**config.mk**
```make
export PLATFORM = sky130hd
export DESIGN_NAME = uas_walker
export DESIGN_NICKNAME = d
export VERILOG_FILES = /design/src/verilog/uas_pkg.sv /design/src/verilog/uas_flag.sv /design/src/verilog/uas_walker.sv
export SDC_FILE = /design/constraint.sdc
export NUM_CORES = 1
export LEC_CHECK = 0
export BUFFER_PORTS_ARGS = -buffer_cell sky130_fd_sc_hd__buf_2
export CAP_MARGIN = 20
export CORE_UTILIZATION = 55
export CTS_BUF_LIST = sky130_fd_sc_hd__clkbuf_4 sky130_fd_sc_hd__clkbuf_8 sky130_fd_sc_hd__clkbuf_16
export DETAILED_ROUTE_END_ITERATION = 16
export PLACE_DENSITY = 0.81
export SYNTH_ARGS = -nofsm -noshare
export SYNTH_HDL_FRONTEND = slang
export SYNTH_SLANG_ARGS = --single-unit
```
**constraint.sdc**
```tcl
create_clock -name SYS_CLK_IN -period 2.6 [get_ports SYS_CLK_IN]
set_clock_uncertainty 0.1 [all_clocks]
set_input_delay 0.39 -clock SYS_CLK_IN [delete_from_list [all_inputs] [get_ports SYS_CLK_IN]]
set_output_delay 0.39 -clock SYS_CLK_IN [all_outputs]
set_load 0.05 [all_outputs]
```
**src/verilog/uas_pkg.sv**
```systemverilog
/*
  Package of the asynchronous schedule walker: register offsets, field positions,
  reset values and walker states.
  Assumes a 32-bit AHB-Lite register bus and 32-byte aligned queue heads.
*/
`default_nettype none

package uas_pkg;

  // Register byte offsets
  localparam logic [3:0] UAS_OFS_CMD     = 4'h0;
  localparam logic [3:0] UAS_OFS_STATUS  = 4'h4;
  localparam logic [3:0] UAS_OFS_IRQ_EN  = 4'h8;
  localparam logic [3:0] UAS_OFS_POINTER = 4'hC;

  // host_command_reg fields
  localparam int UAS_CMD_ENABLE_BIT   = 0;
  localparam int UAS_CMD_DOORBELL_BIT = 1;
  // host_status_reg fields
  localparam int UAS_STS_DONE_BIT     = 0;
  localparam int UAS_STS_RECLAIM_BIT  = 1;
  localparam int UAS_STS_ASYNC_BIT    = 2;
  // host_irq_enable_reg fields
  localparam int UAS_IRQ_ADVANCE_BIT  = 0;

  // Queue heads are 32-byte aligned
  localparam logic [31:0] UAS_PTR_MASK    = 32'hFFFF_FFE0;
  localparam logic [31:0] UAS_PTR_RESET   = 32'h0000_0000;
  localparam logic [31:0] UAS_WORD_RESET  = 32'h0000_0000;
  localparam logic [1:0]  UAS_HEAD_PASSES = 2'h2;
  localparam logic [1:0]  UAS_HTRANS_NSEQ = 2'h2;
  localparam logic [1:0]  UAS_HTRANS_SEQ  = 2'h3;

  typedef enum logic [3:0] {
    UAS_IDLE  = 4'b0001,
    UAS_FETCH = 4'b0010,
    UAS_EXEC  = 4'b0100,
    UAS_NEXT  = 4'b1000
  } uas_state_t;

endpackage

`default_nettype wire

```
**src/verilog/uas_flag.sv**
```systemverilog
/*
  Sticky flag: a set pulse wins over a clear pulse in the same cycle.
  Assumes set and clear come from logic on the same clock.
*/
`default_nettype none

module uas_flag
  import uas_pkg::*;
(
  input  wire logic clk_in,
  input  wire logic reset_n_in,
  input  wire logic ce_in,
  input  wire logic set_in,
  input  wire logic clr_in,
  output logic      flag_out
);

  typedef struct packed {
    logic flag;
  } uas_flag_s_t;

  uas_flag_s_t r;
  uas_flag_s_t next_r;

  always_comb begin
    next_r = r;
    if (set_in) begin
      next_r.flag = 1'b1;
    end else if (clr_in) begin
      next_r.flag = 1'b0;
    end
  end

  always_ff @(posedge clk_in or negedge reset_n_in) begin
    if (!reset_n_in) begin
      r <= '0;
    end else if (ce_in) begin
      r <= next_r;
    end
  end

  assign flag_out = r.flag;

endmodule

`default_nettype wire

```
**src/verilog/uas_walker.sv**
```systemverilog
/*
  Asynchronous schedule walker: AHB-Lite register slave, queue head fetch
  state machine, reclaim-based empty detection and async-advance doorbell.
  Assumes a memory reader that returns a queue head's link word, head mark
  and active bit, and a transaction engine, both on SYS_CLK_IN.
*/
// Design decisions made here: register access over AHB-Lite and the placing of the registers.
// Overview of operation
// - No schedule fetch while the enable is not accepted.
// - A changed enable is sampled only where the pointer would be used.
// - Status follows the accepted enable: updated at start events and at microframe-end or disable pass ends, kept at empty-list stops and while idle.
// - A pass fetches the pointed queue head, executes, follows horizontal links.
// - At pass end the last horizontal link is stored into the pointer.
// - A pass ends on microframe end, empty list or cleared enable.
// - On release of cached state: set done flag and clear doorbell together.
// - Interrupt asserts while done flag and its enable are both set.
// - Doorbell completes after passing the list head twice or leaving the pass.
// - Reclaim flag set on start and transactions, cleared on marked head.
// - Marked head fetched with reclaim clear means empty list: stop.
`default_nettype none

module uas_walker
  import uas_pkg::*;
(
  input  wire logic        SYS_CLK_IN,
  input  wire logic        RESET_N_IN,
  input  wire logic        CE_IN,
  input  wire logic        HSEL_IN,
  input  wire logic [31:0] HADDR_IN,
  input  wire logic [1:0]  HTRANS_IN,
  input  wire logic        HWRITE_IN,
  input  wire logic [2:0]  HSIZE_IN,
  input  wire logic [31:0] HWDATA_IN,
  input  wire logic        HREADY_IN,
  output logic             HREADYOUT_OUT,
  output logic             HRESP_OUT,
  output logic [31:0]      HRDATA_OUT,
  input  wire logic        ASYNC_START_IN,
  input  wire logic        UFRAME_END_IN,
  output logic             MEM_REQ_OUT,
  output logic [31:0]      MEM_ADDR_OUT,
  input  wire logic        MEM_ACK_IN,
  input  wire logic [31:0] QH_LINK_IN,
  input  wire logic        QH_HEAD_MARK_IN,
  input  wire logic        QH_ACTIVE_IN,
  output logic             XACT_REQ_OUT,
  input  wire logic        XACT_DONE_IN,
  output logic             IRQ_OUT
);

  typedef struct packed {
    uas_state_t  state;
    logic [31:0] list_ptr;
    logic [31:0] cur_ptr;
    logic [31:0] last_link;
    logic        enable;
    logic        status;
    logic        irq_en;
    logic        reclaim;
    logic        uframe_end;
    logic [1:0]  head_seen;
    logic        db_track;
    logic        db_done;
    logic        mem_req;
    logic        xact_req;
    logic        ahb_wr;
    logic [3:0]  ahb_addr;
    logic [31:0] rdata;
  } uas_walk_s_t;

  uas_walk_s_t r;
  uas_walk_s_t next_r;

  logic done_flag;
  logic doorbell;
  logic ahb_take;
  logic wr_cmd;
  logic wr_status;
  logic fetch_ack;
  logic pass_end;

  ////////////////////////////////////////////////////////////////////////////////
  // Bus decode
  assign ahb_take  = HSEL_IN && HREADY_IN && CE_IN &&
                     (HTRANS_IN == UAS_HTRANS_NSEQ || HTRANS_IN == UAS_HTRANS_SEQ);
  assign wr_cmd    = r.ahb_wr && (r.ahb_addr == UAS_OFS_CMD);
  assign wr_status = r.ahb_wr && (r.ahb_addr == UAS_OFS_STATUS);
  assign fetch_ack = (r.state == UAS_FETCH) && MEM_ACK_IN;
  // Microframe end or disable closes the pass at the next link use
  assign pass_end  = (r.state == UAS_NEXT) && (!r.enable || r.uframe_end);

  // Done flag: hardware set wins over a write-one acknowledge
  uas_flag u_done_flag (
    .clk_in     (SYS_CLK_IN),
    .reset_n_in (RESET_N_IN),
    .ce_in      (CE_IN),
    .set_in     (r.db_done),
    .clr_in     (wr_status && HWDATA_IN[UAS_STS_DONE_BIT]),
    .flag_out   (done_flag)
  );

  // Doorbell: a fresh ring from software wins over the hardware clear
  uas_flag u_doorbell (
    .clk_in     (SYS_CLK_IN),
    .reset_n_in (RESET_N_IN),
    .ce_in      (CE_IN),
    .set_in     (wr_cmd && HWDATA_IN[UAS_CMD_DOORBELL_BIT]),
    .clr_in     (r.db_done),
    .flag_out   (doorbell)
  );

  ////////////////////////////////////////////////////////////////////////////////
  // Next state
  always_comb begin
    next_r          = r;
    next_r.db_done  = 1'b0;
    next_r.xact_req = 1'b0;
    next_r.ahb_wr   = ahb_take && HWRITE_IN;
    if (ahb_take) begin
      next_r.ahb_addr = HADDR_IN[3:0];
    end

    // Register writes in the data phase
    if (wr_cmd) begin
      next_r.enable = HWDATA_IN[UAS_CMD_ENABLE_BIT];
    end else if (r.ahb_wr && r.ahb_addr == UAS_OFS_IRQ_EN) begin
      next_r.irq_en = HWDATA_IN[UAS_IRQ_ADVANCE_BIT];
    end else if (r.ahb_wr && r.ahb_addr == UAS_OFS_POINTER) begin
      // Only defined while stopped; software keeps to that
      next_r.list_ptr = HWDATA_IN & UAS_PTR_MASK;
    end

    if (UFRAME_END_IN && r.state != UAS_IDLE) begin
      next_r.uframe_end = 1'b1;
    end

    case (r.state)
      UAS_IDLE: begin
        next_r.uframe_end = 1'b0;
        if (ASYNC_START_IN) begin
          next_r.status = r.enable;
          if (r.enable) begin
            next_r.reclaim = 1'b1;
            next_r.cur_ptr = r.list_ptr;
            next_r.mem_req = 1'b1;
            next_r.state   = UAS_FETCH;
          end
        end
      end
      UAS_FETCH: begin
        if (MEM_ACK_IN) begin
          next_r.mem_req   = 1'b0;
          next_r.last_link = QH_LINK_IN & UAS_PTR_MASK;
          if (QH_HEAD_MARK_IN && !r.reclaim) begin
            next_r.list_ptr = QH_LINK_IN & UAS_PTR_MASK;
            next_r.state    = UAS_IDLE;
          end else begin
            if (QH_HEAD_MARK_IN) begin
              next_r.reclaim = 1'b0;
            end
            next_r.xact_req = QH_ACTIVE_IN;
            next_r.state    = QH_ACTIVE_IN ? UAS_EXEC : UAS_NEXT;
          end
        end
      end
      UAS_EXEC: begin
        if (XACT_DONE_IN) begin
          next_r.reclaim = 1'b1;
          next_r.state   = UAS_NEXT;
        end
      end
      default: begin
        if (pass_end) begin
          next_r.list_ptr = r.last_link;
          next_r.status   = r.enable;
          next_r.state    = UAS_IDLE;
        end else begin
          next_r.cur_ptr = r.last_link;
          next_r.mem_req = 1'b1;
          next_r.state   = UAS_FETCH;
        end
      end
    endcase

    // Doorbell: note reachable state, finish after two head passes or idle
    if (doorbell && !r.db_done && !r.db_track) begin
      if (r.state == UAS_IDLE) begin
        next_r.db_done = 1'b1;
      end else begin
        next_r.db_track  = 1'b1;
        next_r.head_seen = 2'h0;
      end
    end else if (r.db_track) begin
      if (r.state == UAS_IDLE || (fetch_ack && QH_HEAD_MARK_IN &&
          r.head_seen == UAS_HEAD_PASSES - 2'h1)) begin
        next_r.db_done  = 1'b1;
        next_r.db_track = 1'b0;
      end else if (fetch_ack && QH_HEAD_MARK_IN) begin
        next_r.head_seen = r.head_seen + 2'h1;
      end
    end
    // Read data captured in the address phase, unmapped reads as zero
    next_r.rdata = UAS_WORD_RESET;
    if (ahb_take && !HWRITE_IN) begin
      if (HADDR_IN[3:0] == UAS_OFS_CMD) begin
        next_r.rdata[UAS_CMD_ENABLE_BIT]   = r.enable;
        next_r.rdata[UAS_CMD_DOORBELL_BIT] = doorbell;
      end else if (HADDR_IN[3:0] == UAS_OFS_STATUS) begin
        next_r.rdata[UAS_STS_DONE_BIT]    = done_flag;
        next_r.rdata[UAS_STS_RECLAIM_BIT] = r.reclaim;
        next_r.rdata[UAS_STS_ASYNC_BIT]   = r.status;
      end else if (HADDR_IN[3:0] == UAS_OFS_IRQ_EN) begin
        next_r.rdata[UAS_IRQ_ADVANCE_BIT] = r.irq_en;
      end else if (HADDR_IN[3:0] == UAS_OFS_POINTER) begin
        next_r.rdata = r.list_ptr;
      end
    end
  end

  always_ff @(posedge SYS_CLK_IN or negedge RESET_N_IN) begin
    if (!RESET_N_IN) begin
      r          <= '0;
      r.state    <= UAS_IDLE;
      r.list_ptr <= UAS_PTR_RESET;
    end else if (CE_IN) begin
      r <= next_r;
    end
  end

  ////////////////////////////////////////////////////////////////////////////////
  // Outputs
  // Frozen clock enable inserts wait states instead of losing transfers
  assign HREADYOUT_OUT = CE_IN;
  assign HRESP_OUT     = 1'b0;
  assign HRDATA_OUT    = r.rdata;
  assign MEM_REQ_OUT   = r.mem_req;
  assign MEM_ADDR_OUT  = r.cur_ptr;
  assign XACT_REQ_OUT  = r.xact_req;
  assign IRQ_OUT       = done_flag && r.irq_en;
endmodule

`default_nettype wire

```
Word level (Yosys, flattened, before mapping)
Cells that the tools add are included.
{"block": "totals", "ff_bits": 145, "latchBits": 0, "mem_bits_rw": 0, "mem_bits_ro": 0, "input_bits": 113, "memories": 0}
{"block": "classes", "add_sub_neg": 1, "multipliers": 0, "n_div": 0, "magnitude_cmp": 0, "n_eq_ne": 24, "shifts": 0, "mux": 54, "bitwise_logic": 3, "reduce_logical": 53}
{"cell": "$mux 32", "count": 10}
{"cell": "$pmux 32 s2", "count": 2}
{"cell": "$mux 36", "count": 1}
{"cell": "$mux 31", "count": 1}
{"cell": "$mux 30", "count": 1}
{"cell": "$mux 29", "count": 1}
{"cell": "$mux 4", "count": 7}
{"cell": "$eq 4x4->1 const B", "count": 5}
{"cell": "$logic_and 1x1->1", "count": 20}
{"cell": "$mux 1", "count": 19}
{"cell": "$ne 2x2->1 const B", "count": 8}
{"cell": "$reduce_and 5->1", "count": 3}
{"cell": "$eq 4x3->1 const B", "count": 3}
{"cell": "$mux 2", "count": 6}
{"cell": "$pmux 4 s3", "count": 1}
{"cell": "$reduce_and 2->1", "count": 6}
{"cell": "$reduce_bool 2->1", "count": 6}
{"cell": "$logic_not 4->1", "count": 2}
{"cell": "$reduce_and 8->1", "count": 1}
{"cell": "$mux 3", "count": 2}
{"cell": "$pmux 1 s3", "count": 2}
{"cell": "$reduce_and 3->1", "count": 2}
{"cell": "$reduce_and 6->1", "count": 1}
{"cell": "$logic_not 1->1", "count": 5}
{"cell": "other kinds (14)", "count": 20}

Longest topological paths before layout
{"block": "depth", "depth_word": 8, "ltp_mapped": 8, "depth_no_buf": 6}

By module
A second synthesis with hierarchy kept.
{"block": "unflattened", "hier_cells": 706, "area_unflattened_um2": 7444.6}
{"module": "uas_walker", "instances": 1, "cells_per_inst": 700, "area_each_um2": 7369.6, "seq_area_each_um2": 3579.7}
{"module": "uas_flag", "instances": 2, "cells_per_inst": 3, "area_each_um2": 37.5, "seq_area_each_um2": 25.0}

Least setup slack after synthesis
OpenSTA, ideal clock, no wires.
{"block": "synth_timing", "path_type": "flip-flop to flip-flop", "start": "register r[144] (netlist name)", "end": "register r (netlist bit MEM_ADDR_OUT[27])", "setup_ns": 0.127, "t_arrival_ns": 1.872, "setup_slack_ns": 0.500, "path_stages_with_launch": 7, "n_path_buf": 2, "synth_period_minus_slack_ns": 2.100, "path_cell_list": "dfstp_2 > buf_6 > or4b_4 > o21ai_2 > a31oi_2 > buf_6 > mux2_1"}
{"block": "synth_via", "elab_chain_len": 4}
{"element": "start: declaration", "line_no": "uas_walker.sv:71", "rtl": "uas_walk_s_t r;"}
{"element": "start signal: assignment", "line_no": "uas_walker.sv:226", "rtl": "r <= next_r;"}
{"element": "$eq 4x4->1, or another cell as far along", "line_no": "uas_walker.sv:90", "rtl": "assign pass_end = (r.state == UAS_NEXT) && (!r.enable || r.uframe_end);"}
{"element": "$logic_and 1x1->1 / $reduce_or 2->1 (equally long branches)"}
{"element": "$ne 2x1->1 (no source line) / $not 1->1 (equally long branches)"}
{"element": "$reduce_and 5->1 (no source line)"}
Several ways; a longest one is shown, not always the timed one.
A chain may end at the register's enable or synchronous reset.

Worst setup path after layout
{"block": "layout_timing", "start": "register r[144] (netlist name)", "end": "register r (netlist bit MEM_ADDR_OUT[5])"}
Same word-level chain as after synthesis.

==> results.cfg <==
[timing]
finalMaxSlewViolations = 0
fmaxAchievable_mhz = 436
min_period_ns = 2.30
worst_pin_slew_ns = 0.697
slew_headroom = 0.535
finalHoldViolCount = 0
worst_hold_slack_ns = 0.103
rsz0062_at_grt = false
tns_ns = 0
finalSetupViolCount = 0
fin_crit_sh = 0.883

[floorplan]
ioPinCount = 182
coreArea_sq_mm = 0.0140
die_h_microns = 122
start_util = 0.566
core.rowCount = 43
fp.dieW_microns = 122
fp.dieArea_sq_mm = 0.0149

[placement]
gp_congestion = 0.814
io_buffers = 140
hpwl_mm = 13.1
placedCellCount = 984

[detailed_routing]
drt_pass1_iterations = 5
postRouteAntennaNets = 0
wl_per_cell_microns = 19.3
vias = 6138
routed_via_density = 6.04
drt_iter0_markers = 527
drc = 0
wl_mm = 19.6

[final_layout]
final_util = 0.642
fin_cells = 1017
finalNetCount = 938
n_fill_cell = 1133
areaGrowthSynthToFinish_pct = 13.3
drive_above_1_share = 0.366
num_antenna_cells = 0

[synthesis]
synth-edff-count = 0
synth.distinct_cells = 62
yosysSeqAreaShare = 0.458
synth.top_cells.by_count = dfrtp_1 (144), nand2_1 (110), buf_4 (66), mux2_2 (50)
synth_cells = 750
avgSynthCellArea_sq_um = 10.6
synth_top_cell_by_area = dfrtp_1
synth_top_area_frac = 0.455
ys_ff_latch = 145
netlist_area_sq_mm = 0.00792
synth_fp_nets = 864
ys_async_sr_fraction = 1.00
synthTopCellsByArea = dfrtp_1 (45%), mux2_2 (7.1%), buf_4 (6.3%)
synth_ff_type = dfrtp_1
synth_most_common_cell = dfrtp_1
ys_warn_count = 0

[cts]
tritoncts = done
clock_sinks = 145
clockBufferDepth = 2
path_clk_slew_ns = 0.06
post_cts_resized = 0
root_buffer = clkbuf_16
insertion_delay_ns = 0.43
htree_levels = 4
numCtsBuffers = 17

[min_path]
worstHoldPathType = primary input to flip-flop

[pwr]
p_leak_nw = 4.16
ir_drop_mv = 0.645
powerDensity_mw_per_mm2 = 1120
design_power_total_mw = 10.0

[global_routing]
grt_first_pass_wirelength_mm = 31.0
grt_use_total = 0.278
grt_antenna_before_repair = 0
grt_pass1_vias = 5990
overflow = 0
grt_max_degree = 60

[critical_path]
path_class = flip-flop to flip-flop
start_kind = flip-flop
worstPathArrival_ns = 2.50
required_ns = 2.80
endpoint_kind = flip-flop
critPathMaxFanout = 17

[outcome]
outcome = completed

[job]
maxCapViolations = 0
## metrics by stage
step | instance area, sq um | setup WS (ns)
after global routing | 8980 | 0.154
after floorplan | 7920 | 0.500
after CTS | 8980 | 0.291
final | 8980 | 0.304
after detailed placement | 8390 | 0.303
after global placement | 8390 | 0.369
## kinds of logic after synthesis
| logic type | share of synthesized area |
|---|---|
| AOI/OAI and AO/OA | 0.217 |
| adders and majority gates | 0.00158 |
| buffers and inverters | 0.115 |
| DFF | 0.458 |
| muxes | 0.0996 |
| other | 0.000473 |
| and+or+nand+nor | 0.108 |
## where the power goes
group / internal (mW) / switching, mW / total [mW]
logic: 1.50 / 2.44 / 3.93
registers: 3.00 / 0.662 / 3.66
clock network: 1.53 / 0.897 / 2.43
## final cells by class
class	count	area, sq um	area share
Sequential cell	145	3630	0.404
Multi-Input combinational cell	456	3400	0.379
Timing Repair Buffer	176	1030	0.115
Clock buffer	26	505	0.0563
Tap cell	180	225	0.0251
Inverter	28	105	0.0117
Clock inverter	6	80.1	0.00892
## metal layers
metal | vias to the layer above | wire (microns) | track usage
met4 | 0 | 427 | 0.107
met1 | 3055 | 8290 | 0.359
met2 | 264 | 9590 | 0.453
li1 | 2780 | - | -
met3 | 39 | 1310 | 0.0613
met5 | - | 0 | 0
## final timing paths
check / depth (start not counted) / end / from / slack [ns]
worst min-delay path: 2 / u_doorbell.flag_out / HWDATA_IN[1] / 0.10
worst max-delay path: 5 / MEM_ADDR_OUT[5] / r[144] / 0.30
max in group asynchronous: 3 / MEM_ADDR_OUT[24] / RESET_N_IN / 1.27
worst max register to register: 5 / MEM_ADDR_OUT[5] / r[144] / 0.30
worst min register to register: 1 / MEM_ADDR_OUT[29] / MEM_ADDR_OUT[29] / 0.38
min in group asynchronous: 2 / MEM_ADDR_OUT[18] / RESET_N_IN / 0.43
## worst max-delay path: stages (launching register included)
cell     delay, ns
dfstp_2       0.62
or4b_4        0.50
o21ai_2       0.31
a31oi_4       0.05
buf_4         0.24
mux2_1        0.34
## repair_timing
item	in CTS	in global routing
endpoints found under the hold margin	56	0
hold buffers	1	0
setup buffers	0	0
## registers in the layout, indices dropped and copies added, names as in the netlist
signal and flops:
MEM_REQ_OUT 1, r 77, HRDATA_OUT 32, u_done_flag.flag_out 1
MEM_ADDR_OUT 32, u_doorbell.flag_out 1, XACT_REQ_OUT 1
## layout by cell type, fill, tap and decap left out, types with 8 or more instances in the layout
master,synthesis,layout
mux2i_1,8,8
buf_4,66,32
inv_1,28,28
a211oi_2,19,19
and2_1,8,8
o31ai_1,10,10
a22o_1,33,33
dfrtp_1,144,144
o31ai_2,14,14
nand2_1,110,110
mux2_2,50,50
o211ai_1,27,27
a21oi_1,33,33
nor2_1,32,32
buf_2,21,138
clkbuf_16,0,17
mux2_1,11,11
a2111oi_0,20,20
Power figures use the tool's default switching activity.
